**src/agc_pkg.sv**
```systemverilog
// constants and carrier types for the receive gain loop
package agc_pkg;
  // ==========================================================
  // register map
  localparam logic [7:0] AGC_ADDR_CTRL   = 8'h1d; // gain_loop_control
  localparam logic [7:0] AGC_ADDR_TARGET = 8'h1b; // amplitude_goal
  localparam logic [7:0] AGC_ADDR_STATUS = 8'h1e; // gain readback
  localparam logic [7:0] AGC_CTRL_RESET   = 8'h91;
  localparam logic [7:0] AGC_TARGET_RESET = 8'h03;
  // field positions
  localparam int AGC_HYST_LSB = 6;
  localparam int AGC_WAIT_LSB = 4;
  localparam int AGC_HOLD_LSB = 2;
  localparam int AGC_FLEN_LSB = 0;
  // hold codes
  localparam logic [1:0] AGC_HOLD_NONE   = 2'h0;
  localparam logic [1:0] AGC_HOLD_SYNC   = 2'h1;
  localparam logic [1:0] AGC_HOLD_ANALOG = 2'h2;
  localparam logic [1:0] AGC_HOLD_ALL    = 2'h3;
  // sample counts and thresholds in dB
  localparam logic [6:0] AGC_WAIT_STEP = 7'h08;
  localparam logic [4:0] AGC_OOK_STEP  = 5'h04;
  localparam logic [5:0] AGC_GOAL_BASE = 6'h18;
  localparam logic [3:0] AGC_ANA_MAX = 4'h7;
  localparam logic [3:0] AGC_DIG_MAX = 4'h7;

  typedef struct packed {
    logic [1:0] hyst;
    logic [1:0] wait_sel;
    logic [1:0] hold;
    logic [1:0] flen;
  } agc_ctrl_t;

  typedef enum logic [1:0] {
    AGC_SETTLE = 2'b00,
    AGC_ACCUM  = 2'b01,
    AGC_DECIDE = 2'b10
  } agc_state_t;
endpackage

```
**src/agc_gain_control.sv**
```systemverilog
// receive gain loop: control register, settle, average and gain steps
`timescale 1ns/1ps
`default_nettype none
// Functional notes
// - two-bit hysteresis field sets deviation hysteresis
// - code 0 small symmetric dead zone
// - code 1 small asymmetric dead zone
// - code 2 default medium asymmetric dead zone
// - code 3 large asymmetric dead zone
// - skip 8/16/24/32 samples after gain change
// - hold code 0 adjusts gain normally
// - hold code 1 freezes after sync
// - hold code 2 freezes analog gain only
// - hold code 3 freezes both gains
// - non-OOK average 8/16/32/64 samples
// - OOK boundary 4/8/12/16 dB
// - regulate toward 24 to 42 dB goal
module agc_gain_control
  import agc_pkg::*;
#(
  parameter int AMP_W = 6
) (
  input  wire logic             clk_sys,
  input  wire logic             rstn,
  input  wire logic [7:0]       reg_addr,
  input  wire logic [7:0]       reg_wdata,
  input  wire logic             reg_wr,
  input  wire logic             reg_rd,
  output logic      [7:0]       reg_rdata,
  input  wire logic             sample_valid,
  input  wire logic [AMP_W-1:0] sample_amp,
  input  wire logic             ook_mode,
  input  wire logic             sync_found,
  output logic      [3:0]       analog_atten,
  output logic      [3:0]       digital_atten,
  output logic      [4:0]       ook_boundary,
  output logic                  gain_changed
);
  // ==========================================================
  // registers
  agc_ctrl_t  ctrl, next_ctrl;
  logic [2:0] goal, next_goal;
  logic [7:0] next_rdata;
  logic       sync_lock, next_sync_lock;

  // decode writes; reads answer one cycle later, unmapped read zero
  always_comb begin
    next_ctrl  = ctrl;
    next_goal  = goal;
    next_rdata = 8'h00;
    if (reg_wr && reg_addr == AGC_ADDR_CTRL) next_ctrl = agc_ctrl_t'(reg_wdata);
    if (reg_wr && reg_addr == AGC_ADDR_TARGET) next_goal = reg_wdata[2:0];
    if (reg_rd) begin
      case (reg_addr)
        AGC_ADDR_CTRL:   next_rdata = ctrl;
        AGC_ADDR_TARGET: next_rdata = {5'h00, goal};
        AGC_ADDR_STATUS: next_rdata = {analog_atten, digital_atten};
        default:         next_rdata = 8'h00;
      endcase
    end
  end

  always_ff @(posedge clk_sys or negedge rstn) begin
    if (!rstn) begin
      ctrl      <= agc_ctrl_t'(AGC_CTRL_RESET);
      goal      <= AGC_TARGET_RESET[2:0];
      reg_rdata <= 8'h00;
    end else begin
      ctrl      <= next_ctrl;
      goal      <= next_goal;
      reg_rdata <= next_rdata;
    end
  end

  // ==========================================================
  // derived settings, recomputed every sample from live fields
  logic [6:0] wait_len;
  logic [6:0] avg_len;
  logic [5:0] goal_db;
  logic [2:0] dz_lo, dz_hi;
  always_comb begin
    wait_len = 7'((ctrl.wait_sel + 7'h1) * AGC_WAIT_STEP);
    avg_len  = 7'(7'h08 << ctrl.flen);
    case (goal)
      3'h5:    goal_db = AGC_GOAL_BASE + 6'h0e;
      3'h6:    goal_db = AGC_GOAL_BASE + 6'h10;
      3'h7:    goal_db = AGC_GOAL_BASE + 6'h12;
      default: goal_db = 6'(AGC_GOAL_BASE + 6'(goal) * 6'h3);
    endcase
    // dead zone below / above goal; gain held inside it
    case (ctrl.hyst)
      2'h0:    begin dz_lo = 3'h1; dz_hi = 3'h1; end
      2'h1:    begin dz_lo = 3'h1; dz_hi = 3'h2; end
      2'h2:    begin dz_lo = 3'h2; dz_hi = 3'h4; end
      default: begin dz_lo = 3'h3; dz_hi = 3'h6; end
    endcase
  end

  // ==========================================================
  // loop state
  agc_state_t state, next_state;
  logic [6:0] cnt, next_cnt;
  logic [12:0] acc, next_acc;
  logic [3:0] next_ana, next_dig;
  logic [4:0] next_ook;
  logic       next_changed;
  logic [AMP_W-1:0] avg;
  logic       hold_ana, hold_dig;

  always_comb begin
    // shift of flen+3 needs three bits, two would wrap for codes 1 to 3
    avg      = AMP_W'(acc >> (3'(ctrl.flen) + 3'd3));
    hold_dig = (ctrl.hold == AGC_HOLD_ALL) ||
               (ctrl.hold == AGC_HOLD_SYNC && sync_lock);
    hold_ana = hold_dig || ctrl.hold == AGC_HOLD_ANALOG;
    next_sync_lock = sync_lock;
    if (ctrl.hold != AGC_HOLD_SYNC) next_sync_lock = 1'b0;
    else if (sync_found) next_sync_lock = 1'b1;
    next_state   = state;
    next_cnt     = cnt;
    next_acc     = acc;
    next_ana     = analog_atten;
    next_dig     = digital_atten;
    next_changed = 1'b0;
    next_ook     = 5'((ctrl.flen + 5'h1) * AGC_OOK_STEP);
    case (state)
      AGC_SETTLE: if (sample_valid) begin
        if (cnt + 7'h1 >= wait_len) begin
          next_state = AGC_ACCUM;
          next_cnt   = 7'h00;
          next_acc   = 13'h0000;
        end else next_cnt = cnt + 7'h1;
      end
      AGC_ACCUM: if (sample_valid) begin
        next_acc = acc + 13'(sample_amp);
        if (cnt + 7'h1 >= avg_len) next_state = AGC_DECIDE;
        else next_cnt = cnt + 7'h1;
      end
      AGC_DECIDE: begin
        next_state = AGC_ACCUM;
        next_cnt   = 7'h00;
        next_acc   = 13'h0000;
        // too strong: attenuate, analog first while allowed
        if (!ook_mode && 7'(avg) > 7'(goal_db) + 7'(dz_hi)) begin
          if (!hold_ana && analog_atten < AGC_ANA_MAX) next_ana = analog_atten + 4'h1;
          else if (!hold_dig && digital_atten < AGC_DIG_MAX)
            next_dig = digital_atten + 4'h1;
        end else if (!ook_mode && 7'(avg) + 7'(dz_lo) < 7'(goal_db)) begin
          if (!hold_dig && digital_atten != 4'h0) next_dig = digital_atten - 4'h1;
          else if (!hold_ana && analog_atten != 4'h0) next_ana = analog_atten - 4'h1;
        end
        if (next_ana != analog_atten || next_dig != digital_atten) begin
          next_changed = 1'b1;
          next_state   = AGC_SETTLE;
        end
      end
      default: next_state = AGC_SETTLE;
    endcase
  end

  always_ff @(posedge clk_sys or negedge rstn) begin
    if (!rstn) begin
      state         <= AGC_SETTLE;
      cnt           <= 7'h00;
      acc           <= 13'h0000;
      analog_atten  <= 4'h0;
      digital_atten <= 4'h0;
      ook_boundary  <= 5'h08;
      gain_changed  <= 1'b0;
      sync_lock     <= 1'b0;
    end else begin
      state         <= next_state;
      cnt           <= next_cnt;
      acc           <= next_acc;
      analog_atten  <= next_ana;
      digital_atten <= next_dig;
      ook_boundary  <= next_ook;
      gain_changed  <= next_changed;
      sync_lock     <= next_sync_lock;
    end
  end

  // ==========================================================
  // helper for the settle check: samples taken in this settle
  // phase, counted apart from cnt so a wrong cnt cannot hide
  logic [6:0] settle_seen, next_settle_seen;
  logic [6:0] settle_rule;

  // rule length from the field, running count while settling
  always_comb begin
    settle_rule      = 7'({ctrl.wait_sel, 3'b000}) + AGC_WAIT_STEP;
    next_settle_seen = 7'h00;
    if (state == AGC_SETTLE) begin
      next_settle_seen = settle_seen;
      if (sample_valid) next_settle_seen = settle_seen + 7'h1;
    end
  end

  // zero after every cycle in which the loop is not settling
  always_ff @(posedge clk_sys or negedge rstn) begin
    if (!rstn) settle_seen <= 7'h00;
    else settle_seen <= next_settle_seen;
  end

  // ==========================================================
  // assertions
  property p_hold_all;
    @(posedge clk_sys) disable iff (!rstn)
      ctrl.hold == AGC_HOLD_ALL && $past(ctrl.hold) == AGC_HOLD_ALL
        |-> $stable(analog_atten) && $stable(digital_atten);
  endproperty
  a_hold_all: assert property (p_hold_all) else $error("gain moved while fully held");

  property p_hold_analog;
    @(posedge clk_sys) disable iff (!rstn)
      ctrl.hold == AGC_HOLD_ANALOG && $past(ctrl.hold) == AGC_HOLD_ANALOG
        |-> $stable(analog_atten);
  endproperty
  a_hold_analog: assert property (p_hold_analog) else $error("analog gain moved");

  property p_settle_after_change;
    @(posedge clk_sys) disable iff (!rstn)
      gain_changed |-> state == AGC_SETTLE && cnt == 7'h00;
  endproperty
  a_settle_after_change: assert property (p_settle_after_change) else $error("no settle");

  property p_ook_boundary;
    @(posedge clk_sys) disable iff (!rstn)
      ##1 ook_boundary == 5'(($past(ctrl.flen) + 5'h1) * 5'h4);
  endproperty
  a_ook_boundary: assert property (p_ook_boundary) else $error("bad ook boundary");

  property p_sync_freeze;
    @(posedge clk_sys) disable iff (!rstn)
      sync_lock && ctrl.hold == AGC_HOLD_SYNC |=> $stable(digital_atten);
  endproperty
  a_sync_freeze: assert property (p_sync_freeze) else $error("gain moved after sync");

  property p_accum_len;
    @(posedge clk_sys) disable iff (!rstn)
      state == AGC_ACCUM |-> cnt < avg_len;
  endproperty
  a_accum_len: assert property (p_accum_len) else $error("average overran");

  property p_step_one;
    @(posedge clk_sys) disable iff (!rstn)
      $changed(analog_atten) |-> $past(state) == AGC_DECIDE && gain_changed;
  endproperty
  a_step_one: assert property (p_step_one) else $error("stray gain step");

  property p_rd_latency;
    @(posedge clk_sys) disable iff (!rstn)
      reg_rd && reg_addr == AGC_ADDR_CTRL && !reg_wr |=> reg_rdata == $past(ctrl);
  endproperty
  a_rd_latency: assert property (p_rd_latency) else $error("read data wrong");

  // settle phase length, counted independently of the loop counter
  property p_settle_len;
    @(posedge clk_sys) disable iff (!rstn)
      state == AGC_ACCUM && $past(state) == AGC_SETTLE
        |-> settle_seen >= $past(settle_rule) && settle_seen <= 7'(4 * AGC_WAIT_STEP);
  endproperty
  a_settle_len: assert property (p_settle_len) else $error("settle too short");

  // ook reception never moves the gain
  property p_ook_no_step;
    @(posedge clk_sys) disable iff (!rstn)
      state == AGC_DECIDE && ook_mode |=> !gain_changed;
  endproperty
  a_ook_no_step: assert property (p_ook_no_step) else $error("step in ook");

  // inside the dead zone the decision leaves both gains alone
  property p_dead_zone;
    @(posedge clk_sys) disable iff (!rstn)
      state == AGC_DECIDE && 7'(avg) <= 7'(goal_db) + 7'(dz_hi) &&
        7'(avg) + 7'(dz_lo) >= 7'(goal_db) |=> !gain_changed;
  endproperty
  a_dead_zone: assert property (p_dead_zone) else $error("step in dead zone");

  // normal operation: too strong adds one analog step
  property p_strong_step;
    @(posedge clk_sys) disable iff (!rstn)
      state == AGC_DECIDE && !ook_mode && ctrl.hold == AGC_HOLD_NONE &&
        7'(avg) > 7'(goal_db) + 7'(dz_hi) && analog_atten < AGC_ANA_MAX
        |=> gain_changed && analog_atten == $past(analog_atten) + 4'h1;
  endproperty
  a_strong_step: assert property (p_strong_step) else $error("no attenuation");

  // normal operation: too weak with digital at zero backs analog off
  property p_weak_step;
    @(posedge clk_sys) disable iff (!rstn)
      state == AGC_DECIDE && !ook_mode && ctrl.hold == AGC_HOLD_NONE &&
        7'(avg) + 7'(dz_lo) < 7'(goal_db) && digital_atten == 4'h0 && analog_atten != 4'h0
        |=> gain_changed && analog_atten == $past(analog_atten) - 4'h1;
  endproperty
  a_weak_step: assert property (p_weak_step) else $error("no gain restore");

  // sync freeze covers the analog path as well
  property p_sync_ana;
    @(posedge clk_sys) disable iff (!rstn)
      sync_lock && ctrl.hold == AGC_HOLD_SYNC |=> $stable(analog_atten);
  endproperty
  a_sync_ana: assert property (p_sync_ana) else $error("analog moved after sync");

  // main scenarios
  c_change: cover property (@(posedge clk_sys) disable iff (!rstn) gain_changed);
  c_settle_done: cover property (@(posedge clk_sys) disable iff (!rstn)
    state == AGC_SETTLE ##1 state == AGC_ACCUM);
  c_sync_lock: cover property (@(posedge clk_sys) disable iff (!rstn) $rose(sync_lock));
  c_ook_decide: cover property (@(posedge clk_sys) disable iff (!rstn)
    state == AGC_DECIDE && ook_mode);
  c_digital_step: cover property (@(posedge clk_sys) disable iff (!rstn)
    $changed(digital_atten));
endmodule
`default_nettype wire

```
**config.mk**
```make
export PLATFORM = sky130hd
export DESIGN_NAME = agc_gain_control
export DESIGN_NICKNAME = d
export VERILOG_FILES = /design/src/agc_pkg.sv /design/src/agc_gain_control.sv
export SDC_FILE = /design/constraint.sdc
export NUM_CORES = 1
export LEC_CHECK = 0
export BUFFER_PORTS_ARGS = -buffer_cell sky130_fd_sc_hd__clkbuf_2
export CORE_MARGIN = 2
export CORE_UTILIZATION = 60
export CTS_CLUSTER_SIZE = 16
export DETAILED_ROUTE_END_ITERATION = 6
export PLACE_DENSITY = 0.83
export SETUP_SLACK_MARGIN = 0.3
export SLEW_MARGIN = 20
export SYNTH_ARGS = -nofsm -noshare
export SYNTH_HDL_FRONTEND = slang
export SYNTH_SLANG_ARGS = --single-unit
```
**constraint.sdc**
```tcl
create_clock -name clk_sys -period 7 [get_ports clk_sys]
set_input_delay 0.35 -clock clk_sys [delete_from_list [all_inputs] [get_ports clk_sys]]
set_output_delay 0.35 -clock clk_sys [all_outputs]
set_load 0.005 [all_outputs]
```
Yosys cells after proc, flatten, opt, wreduce, memory -nomap -nowiden

Index checks and enable logic that the tools add are counted.

Register bits: 54
Bits in latches: 0
Bits in writable memories: 0
ROM bits: 0
Input port bits: 29
Output and inout port bits: 22
Logic and storage cells: 117
Memories kept: 0

Add/subtract/negate cells: 12
Multipliers: 1
Divide/modulo/power cells: 0
Magnitude comparators: 6
Equality and inequality tests: 21
Shifts and indexed selects: 2
Muxes and demuxes: 36
Bitwise logic cells: 0
Reductions and logical operators: 25

Operators with widths:

| kind                | number |
|---|---|
| $mux 4              | 12 |
| $mux 13             | 3 |
| $pmux 13 s3         | 1 |
| $mux 7              | 4 |
| $eq 8x5->1 const B  | 3 |
| $pmux 8 s3          | 1 |
| $pmux 7 s3          | 1 |
| $pmux 6 s3          | 1 |
| $add 6x3->7         | 2 |
| $add 13x6->13       | 1 |
| $shr 13x3->6        | 1 |
| $reduce_and 4->1    | 3 |
| $ne 2x2->1 const B  | 5 |
| $eq 3x3->1 const B  | 3 |
| $logic_and 1x1->1   | 9 |
| $pmux 3 s3          | 1 |
| $add 4x1->4 const B | 2 |
| $eq 2x2->1 const B  | 4 |
| $lt 4x3->1 const B  | 2 |
| $mux 2              | 4 |
| $mux 8              | 1 |
| $ne 4x4->1          | 2 |
| $reduce_bool 4->1   | 2 |
| $sub 4x1->4 const B | 2 |
| 21 further kinds    | 33 |

Longest topological paths before layout

Depth in word-level cells: 15
Mapped depth: 21
Depth with buffers taken out: 20

Worst setup path after synthesis

No wires, ideal clock.

Kind: reg-to-reg
Start point: register goal[1]
End point: register state[0]
Library setup time: 120 ps
Arrival time: 3893 ps
Data required time: 6880 ps
Slack: 2987 ps
Cell stages (with the launch flop): 20
Path buffers: 0
Clock period less this slack: 4013 ps
Cell sequence: dfstp_2 > inv_1 > ha_1 > inv_1 > ha_1 > nand2_1 > and2_1 > inv_1 > ha_1 > a21o_2 > o21bai_1 > xnor2_1 > ha_1 > o21a_1 > o22ai_1 > a211oi_1 > nand2_1 > a211oi_2 > nor4_2 > a31o_1

Word-level cells in the longest chain between the ends: 12
Elaborated cells between the ends (all ways): 22
Those cells by class: add/sub (2); mul (1); order compare (2); eq/ne (5); mux (9); reduce/logical (3)

Ends and longest elaborated chain:

| item                                            | RTL line                                         | text |
|---|---|---|
| from (decl)                                     | agc_gain_control.sv:42                           | `logic [2:0] goal, next_goal;` |
| from (signal assigned)                          | agc_gain_control.sv:66                           | `goal <= AGC_TARGET_RESET[2:0];` |
| from (signal assigned)                          | agc_gain_control.sv:70                           | `goal <= next_goal;` |
| $mul 3x2->5                                     | agc_gain_control.sv:88                           | `default: goal_db = 6'(AGC_GOAL_BASE + 6'(goal) * 6'h3);` |
| $add 5x5->6                                     | agc_gain_control.sv:88                           |  |
| $pmux 6 s3 *                                    | agc_gain_control.sv:84                           | `case (goal)` |
| $add 6x3->7 or $lt 7x6->1 (tied branches)       | agc_gain_control.sv:144, agc_gain_control.sv:148 |  |
| $gt 6x7->1 or $logic_and 1x1->1 (tied branches) | agc_gain_control.sv:144, agc_gain_control.sv:148 |  |
| $logic_and 1x1->1 or $mux 4 (tied branches)     | agc_gain_control.sv:144, agc_gain_control.sv:148 |  |
| $mux 4                                          | agc_gain_control.sv:144                          | `if (!ook_mode && 7'(avg) > 7'(goal_db) + 7'(dz_hi)) begin` |
| $mux 4                                          | agc_gain_control.sv:126                          | `case (state)` |
| $ne 4x4->1                                      | agc_gain_control.sv:152                          | `if (next_ana != analog_atten \|\| next_dig != digital_atten) begin` |
| $logic_or 1x1->1 *                              | agc_gain_control.sv:152                          |  |
| $mux 1 *                                        | agc_gain_control.sv:152                          |  |
| $pmux 2 s3 *                                    | agc_gain_control.sv:126                          |  |
| to (signal assigned)                            | agc_gain_control.sv:172                          | `state <= next_state;` |
| to (decl)                                       | agc_gain_control.sv:101                          | `agc_state_t state, next_state;` |

Every way passes the cells marked *; elsewhere a longest branch is shown, timed or not. The select of a mux whose other input is x is not followed.
A chain may end at the register's enable or synchronous reset.

Final worst setup path

Start point: register ctrl[1] in the netlist's numbering
End point: register state[0]

Word-level cells in the longest chain between the ends: 12
Elaborated cells between the ends (all ways): 22
Those cells by class: add/sub (2); order compare (3); eq/ne (3); shift (2); mux (8); reduce/logical (4)

Ends and longest elaborated chain:

| item                   | RTL line                | text |
|---|---|---|
| from (decl)            | agc_gain_control.sv:41  | `agc_ctrl_t ctrl, next_ctrl;` |
| from (signal assigned) | agc_gain_control.sv:65  | `ctrl <= agc_ctrl_t'(AGC_CTRL_RESET);` |
| from (signal assigned) | agc_gain_control.sv:69  | `ctrl <= next_ctrl;` |
| $add 2x2->3            | agc_gain_control.sv:112 | `avg = AMP_W'(acc >> (3'(ctrl.flen) + 3'd3));` |
| $shr 13x3->6           | agc_gain_control.sv:112 |  |
| $add 6x3->7            | agc_gain_control.sv:148 | `end else if (!ook_mode && 7'(avg) + 7'(dz_lo) < 7'(goal_db)) begin` |
| $lt 7x6->1             | agc_gain_control.sv:148 |  |
| $logic_and 1x1->1      | agc_gain_control.sv:148 |  |
| $mux 4                 | agc_gain_control.sv:148 |  |
| $mux 4                 | agc_gain_control.sv:144 |  |
| $mux 4                 | agc_gain_control.sv:126 |  |
| $ne 4x4->1             | agc_gain_control.sv:152 |  |
| $logic_or 1x1->1       | agc_gain_control.sv:152 |  |
| $mux 1                 | agc_gain_control.sv:152 |  |
| $pmux 2 s3             | agc_gain_control.sv:126 |  |

Several ways; a longest one is shown, not always the timed one. The select of a mux whose other input is x is not followed.

==> flow_summary.yaml <==
status:
  status: "complete, no violations"
sta:
  finalSetupTns_ps: 0
  fin_crit_sh_pct: 66.5
  hold_viol: 0
  layout_min_cycle_time_ps: 4660
  rsz0062_at_grt: "false"
  tightest_slew_ps: 892
  setup_viol_count_final: 0
  skew_ps: 3.31
  max_slew_margin_pct: 40.6
  fmax_ghz: 0.215
  slew_violations: 0
  worst_slack_ps: 2340
global_route:
  grt_max_degree: 54
  track_usage_pct: 23.0
  overflow: 0
  grt_pass1_wl_um: 13900
  grt_antenna_before_repair: 0
  grt_pass1_vias: 3091
synthesis:
  synth_area_mm2: 0.00407
  syn_inst: 416
  yosys_warnings: 0
  yosysSeqAreaShare_pct: 32.7
  synth_seq_cells: 53
  synth_cell_type_count: 72
  synth-main-ff-cell: "dfrtp_1"
  synth.avg_cell_area_um2: 9.79
  synth_edf_count: 0
  ys_async_sr_fraction_pct: 100
drt:
  drtIter0Drc: 132
  finalWirelength_um: 8270
  vias_per_cell: 5.87
  postRouteAntennaNets: 0
  dr.pass1.iters: 7
  wl_per_cell_um: 15.3
  drc: 0
  vias: 3181
setup_path:
  crit_path_start_kind: "flip-flop"
  end_kind: "flip-flop"
  crit_type: "reg -> reg"
  path_cells: "nand2_1 -> o21ai_0 -> nand2_1 -> o21a_1 -> inv_1 -> ha_1 -> inv_1 -> fa_1 -> nor2_1 -> nand3_1 -> xnor2_1 -> ha_1 -> a21o_2 -> a211oi_1 -> nand4_4 -> a211oi_4 -> a21boi_4 -> nor4_2 -> a31o_1"
  worstPathRequired_ps: 7190
  crit_path_max_fanout: 13
  critPathMaxStageDelay_ps: 720
  slowest_stage: "dfrtp_1"
  crit_arrival_ps: 4850
layout:
  syn_to_final_growth_pct: 9.49
  drive_gt1_share_pct: 20.8
  n_fill_cell: 538
  n_antenna_cell: 0
  multi_input_area_mm2: 0.00252
  post-route-util_pct: 66.8
  final_cells: 542
  seqCellArea_mm2: 0.00133
  finalInstanceArea_mm2: 0.00446
  nNetsFinal: 541
pwr:
  total_leakage_power_nw: 2.12
  switching_share_pct: 42.3
  p_int_mw: 0.644
  p_clk_share_pct: 16.4
  max-vdd-ir-drop_mv: 0.149
  power_frac_seq_pct: 37.7
  power_density_mw_per_mm2: 250
  p_comb_share_pct: 45.9
  switchingPower_mw: 0.473
clocking:
  cts_setup_buffers: 0
  clk_root_buffer_cell: "clkbuf_8"
  postCtsResizedCells: 0
  cts_buffer_depth: 2
  cts_buffers: 5
  htreeDepth: 2
  clk_pin_slew_ps: 100
  cts_tree: "built"
  clock_latency_ps: 300
  holdBufCountCts: 0
  cts.sinks: 53
placed_design:
  placement.io_buffers: 48
  place_inst: 534
  dpl_cell_area_mm2: 0.00436
  place_ws_ps: 2380
  hpwl_um: 6320
  routabilityCongestion: 0.913
die:
  coreArea_mm2: 0.00668
  num_rows: 30
  dieWidth_um: 86.4
  die_y_um: 86.4
  initial_core_util_pct: 61.0
  io_pins: 51
  dieArea_mm2: 0.00746
run:
  drv_cap: 0
worst_hold_path:
  hp-class: "in -> async"
[stage by stage]
stage / total power [mW] / hold slack [ps]
floorplan: 0.799 / 54.4
global placement: 0.912 / 485
detailed placement: 0.930 / 503
CTS: 1.12 / 181
global route: 1.21 / 233
finish: 1.12 / 168
[layout by cell type, fill, tap and decap left out, drive strengths merged, types with 3 or more instances in the layout]
| master | n |
|---|---|
| nor4 | 3 |
| nand2b | 4 |
| and2 | 4 |
| nand2 | 27 |
| inv | 43 |
| mux2 | 13 |
| a222oi | 3 |
| a22oi | 7 |
| xnor2 | 15 |
| dfstp | 6 |
| nor3 | 8 |
| a31oi | 5 |
| xor2 | 10 |
| a21oi | 14 |
| o211ai | 4 |
| a21o | 6 |
| a21boi | 6 |
| ha | 49 |
| dfrtp | 47 |
| nand3 | 14 |
| o21ai | 19 |
| o21a | 5 |
| and3 | 3 |
| clkbuf | 54 |
| o21bai | 3 |
| o31ai | 3 |
| a22o | 4 |
| mux2i | 5 |
| a211oi | 7 |
| nor2b | 9 |
| nor3b | 5 |
| nand4 | 9 |
| nor2 | 20 |
[worst paths after layout]
check,from,end,slack (ps),depth (start not counted)
setup / recovery,ctrl[1],state[0],2340,19
hold / removal,rstn,cnt[2],170,2
setup reg to reg,ctrl[1],state[0],2340,19
hold reg to reg,cnt[6],cnt[6],520,2
max in group asynchronous,rstn,goal[2],6400,2
min in group clk_sys,reg_wdata[7],ctrl[7],280,2
[metal layers]
metal  up-vias  part of all wire, %  routed length, um  GRT usage [%]
met5         -                    0                  0              0
met3        12                  4.5                368           2.95
met4         0                  1.6                129           6.39
met2        77                   48               4010           40.3
li1       1581                    -                  -              -
met1      1511                   45               3760           30.0
[area by class of cell]
cell class	instances	area share (%)
clock inverters	2	0.309
well taps	80	2.24
flip-flops and latches	53	29.9
inverters	43	3.62
clock buffers	6	1.85
repair buffers	49	5.55
multi-input cells	309	56.5
[sequential cells by signal, indices dropped and copies added (netlist names)]
signal         count
analog_atten       4
reg_rdata          8
ook_boundary       3
digital_atten      4
sync_lock          1
goal               3
state              2
ctrl               8
gain_changed       1
cnt                7
acc               12
[cells in the mapped netlist, types with 3 or more instances]
cell type	instances	share of area (%)
mux2i_1	4	0.98
nor2b_1	9	1.4
a31oi_1	5	0.77
inv_1	43	4.0
ha_1	49	15
nor3_1	8	0.98
a222oi_1	3	0.74
nand2b_1	4	0.61
o21a_1	5	0.92
o211ai_1	3	0.55
nor2_1	19	1.8
mux2_2	11	3.0
xor2_1	10	2.1
a211oi_1	5	0.92
clkbuf_1	6	0.55
dfstp_2	6	3.9
a21boi_0	3	0.55
buf_4	3	0.55
a21oi_1	14	1.7
o21ai_1	6	0.74
o21bai_1	3	0.55
xnor2_1	15	3.2
dfrtp_1	47	29
o21ai_0	13	1.6
a21o_1	4	0.74
nand4_1	7	1.1
nand3_1	14	1.7
a22o_1	4	0.86
nor3b_1	4	0.74
a22oi_1	7	1.3
nand2_1	27	2.5
[critical path: cells and delay by family, from the launching register on]
| family | cells | cell delay [ps] |
|---|---|---|
| compound gates | 7 | 1720 |
| fa+ha+maj | 3 | 940 |
| simple gates | 6 | 870 |
| flops | 1 | 720 |
| xor+xnor | 1 | 150 |
| buf+inv | 2 | 140 |
[power groups by stage]
stage,combinational [mW],clock [mW],sequential (mW)
floorplan,0.396,0,0.403
global placement,0.489,0,0.422
detailed placement,0.506,0,0.424
CTS,0.513,0.191,0.419
global route,0.581,0.199,0.428
finish,0.513,0.183,0.422
[kinds of logic after synthesis]
kind of cell	Yosys count	share of synthesized area [%]
compound gates	95	17.1
xor+xnor	25	5.37
fa+ha+maj	52	16.3
buf+inv	55	5.59
flops	53	32.7
mux	20	6.11
other cells	1	0.0920
simple gates	115	16.7
Power figures use the tool's default switching activity.
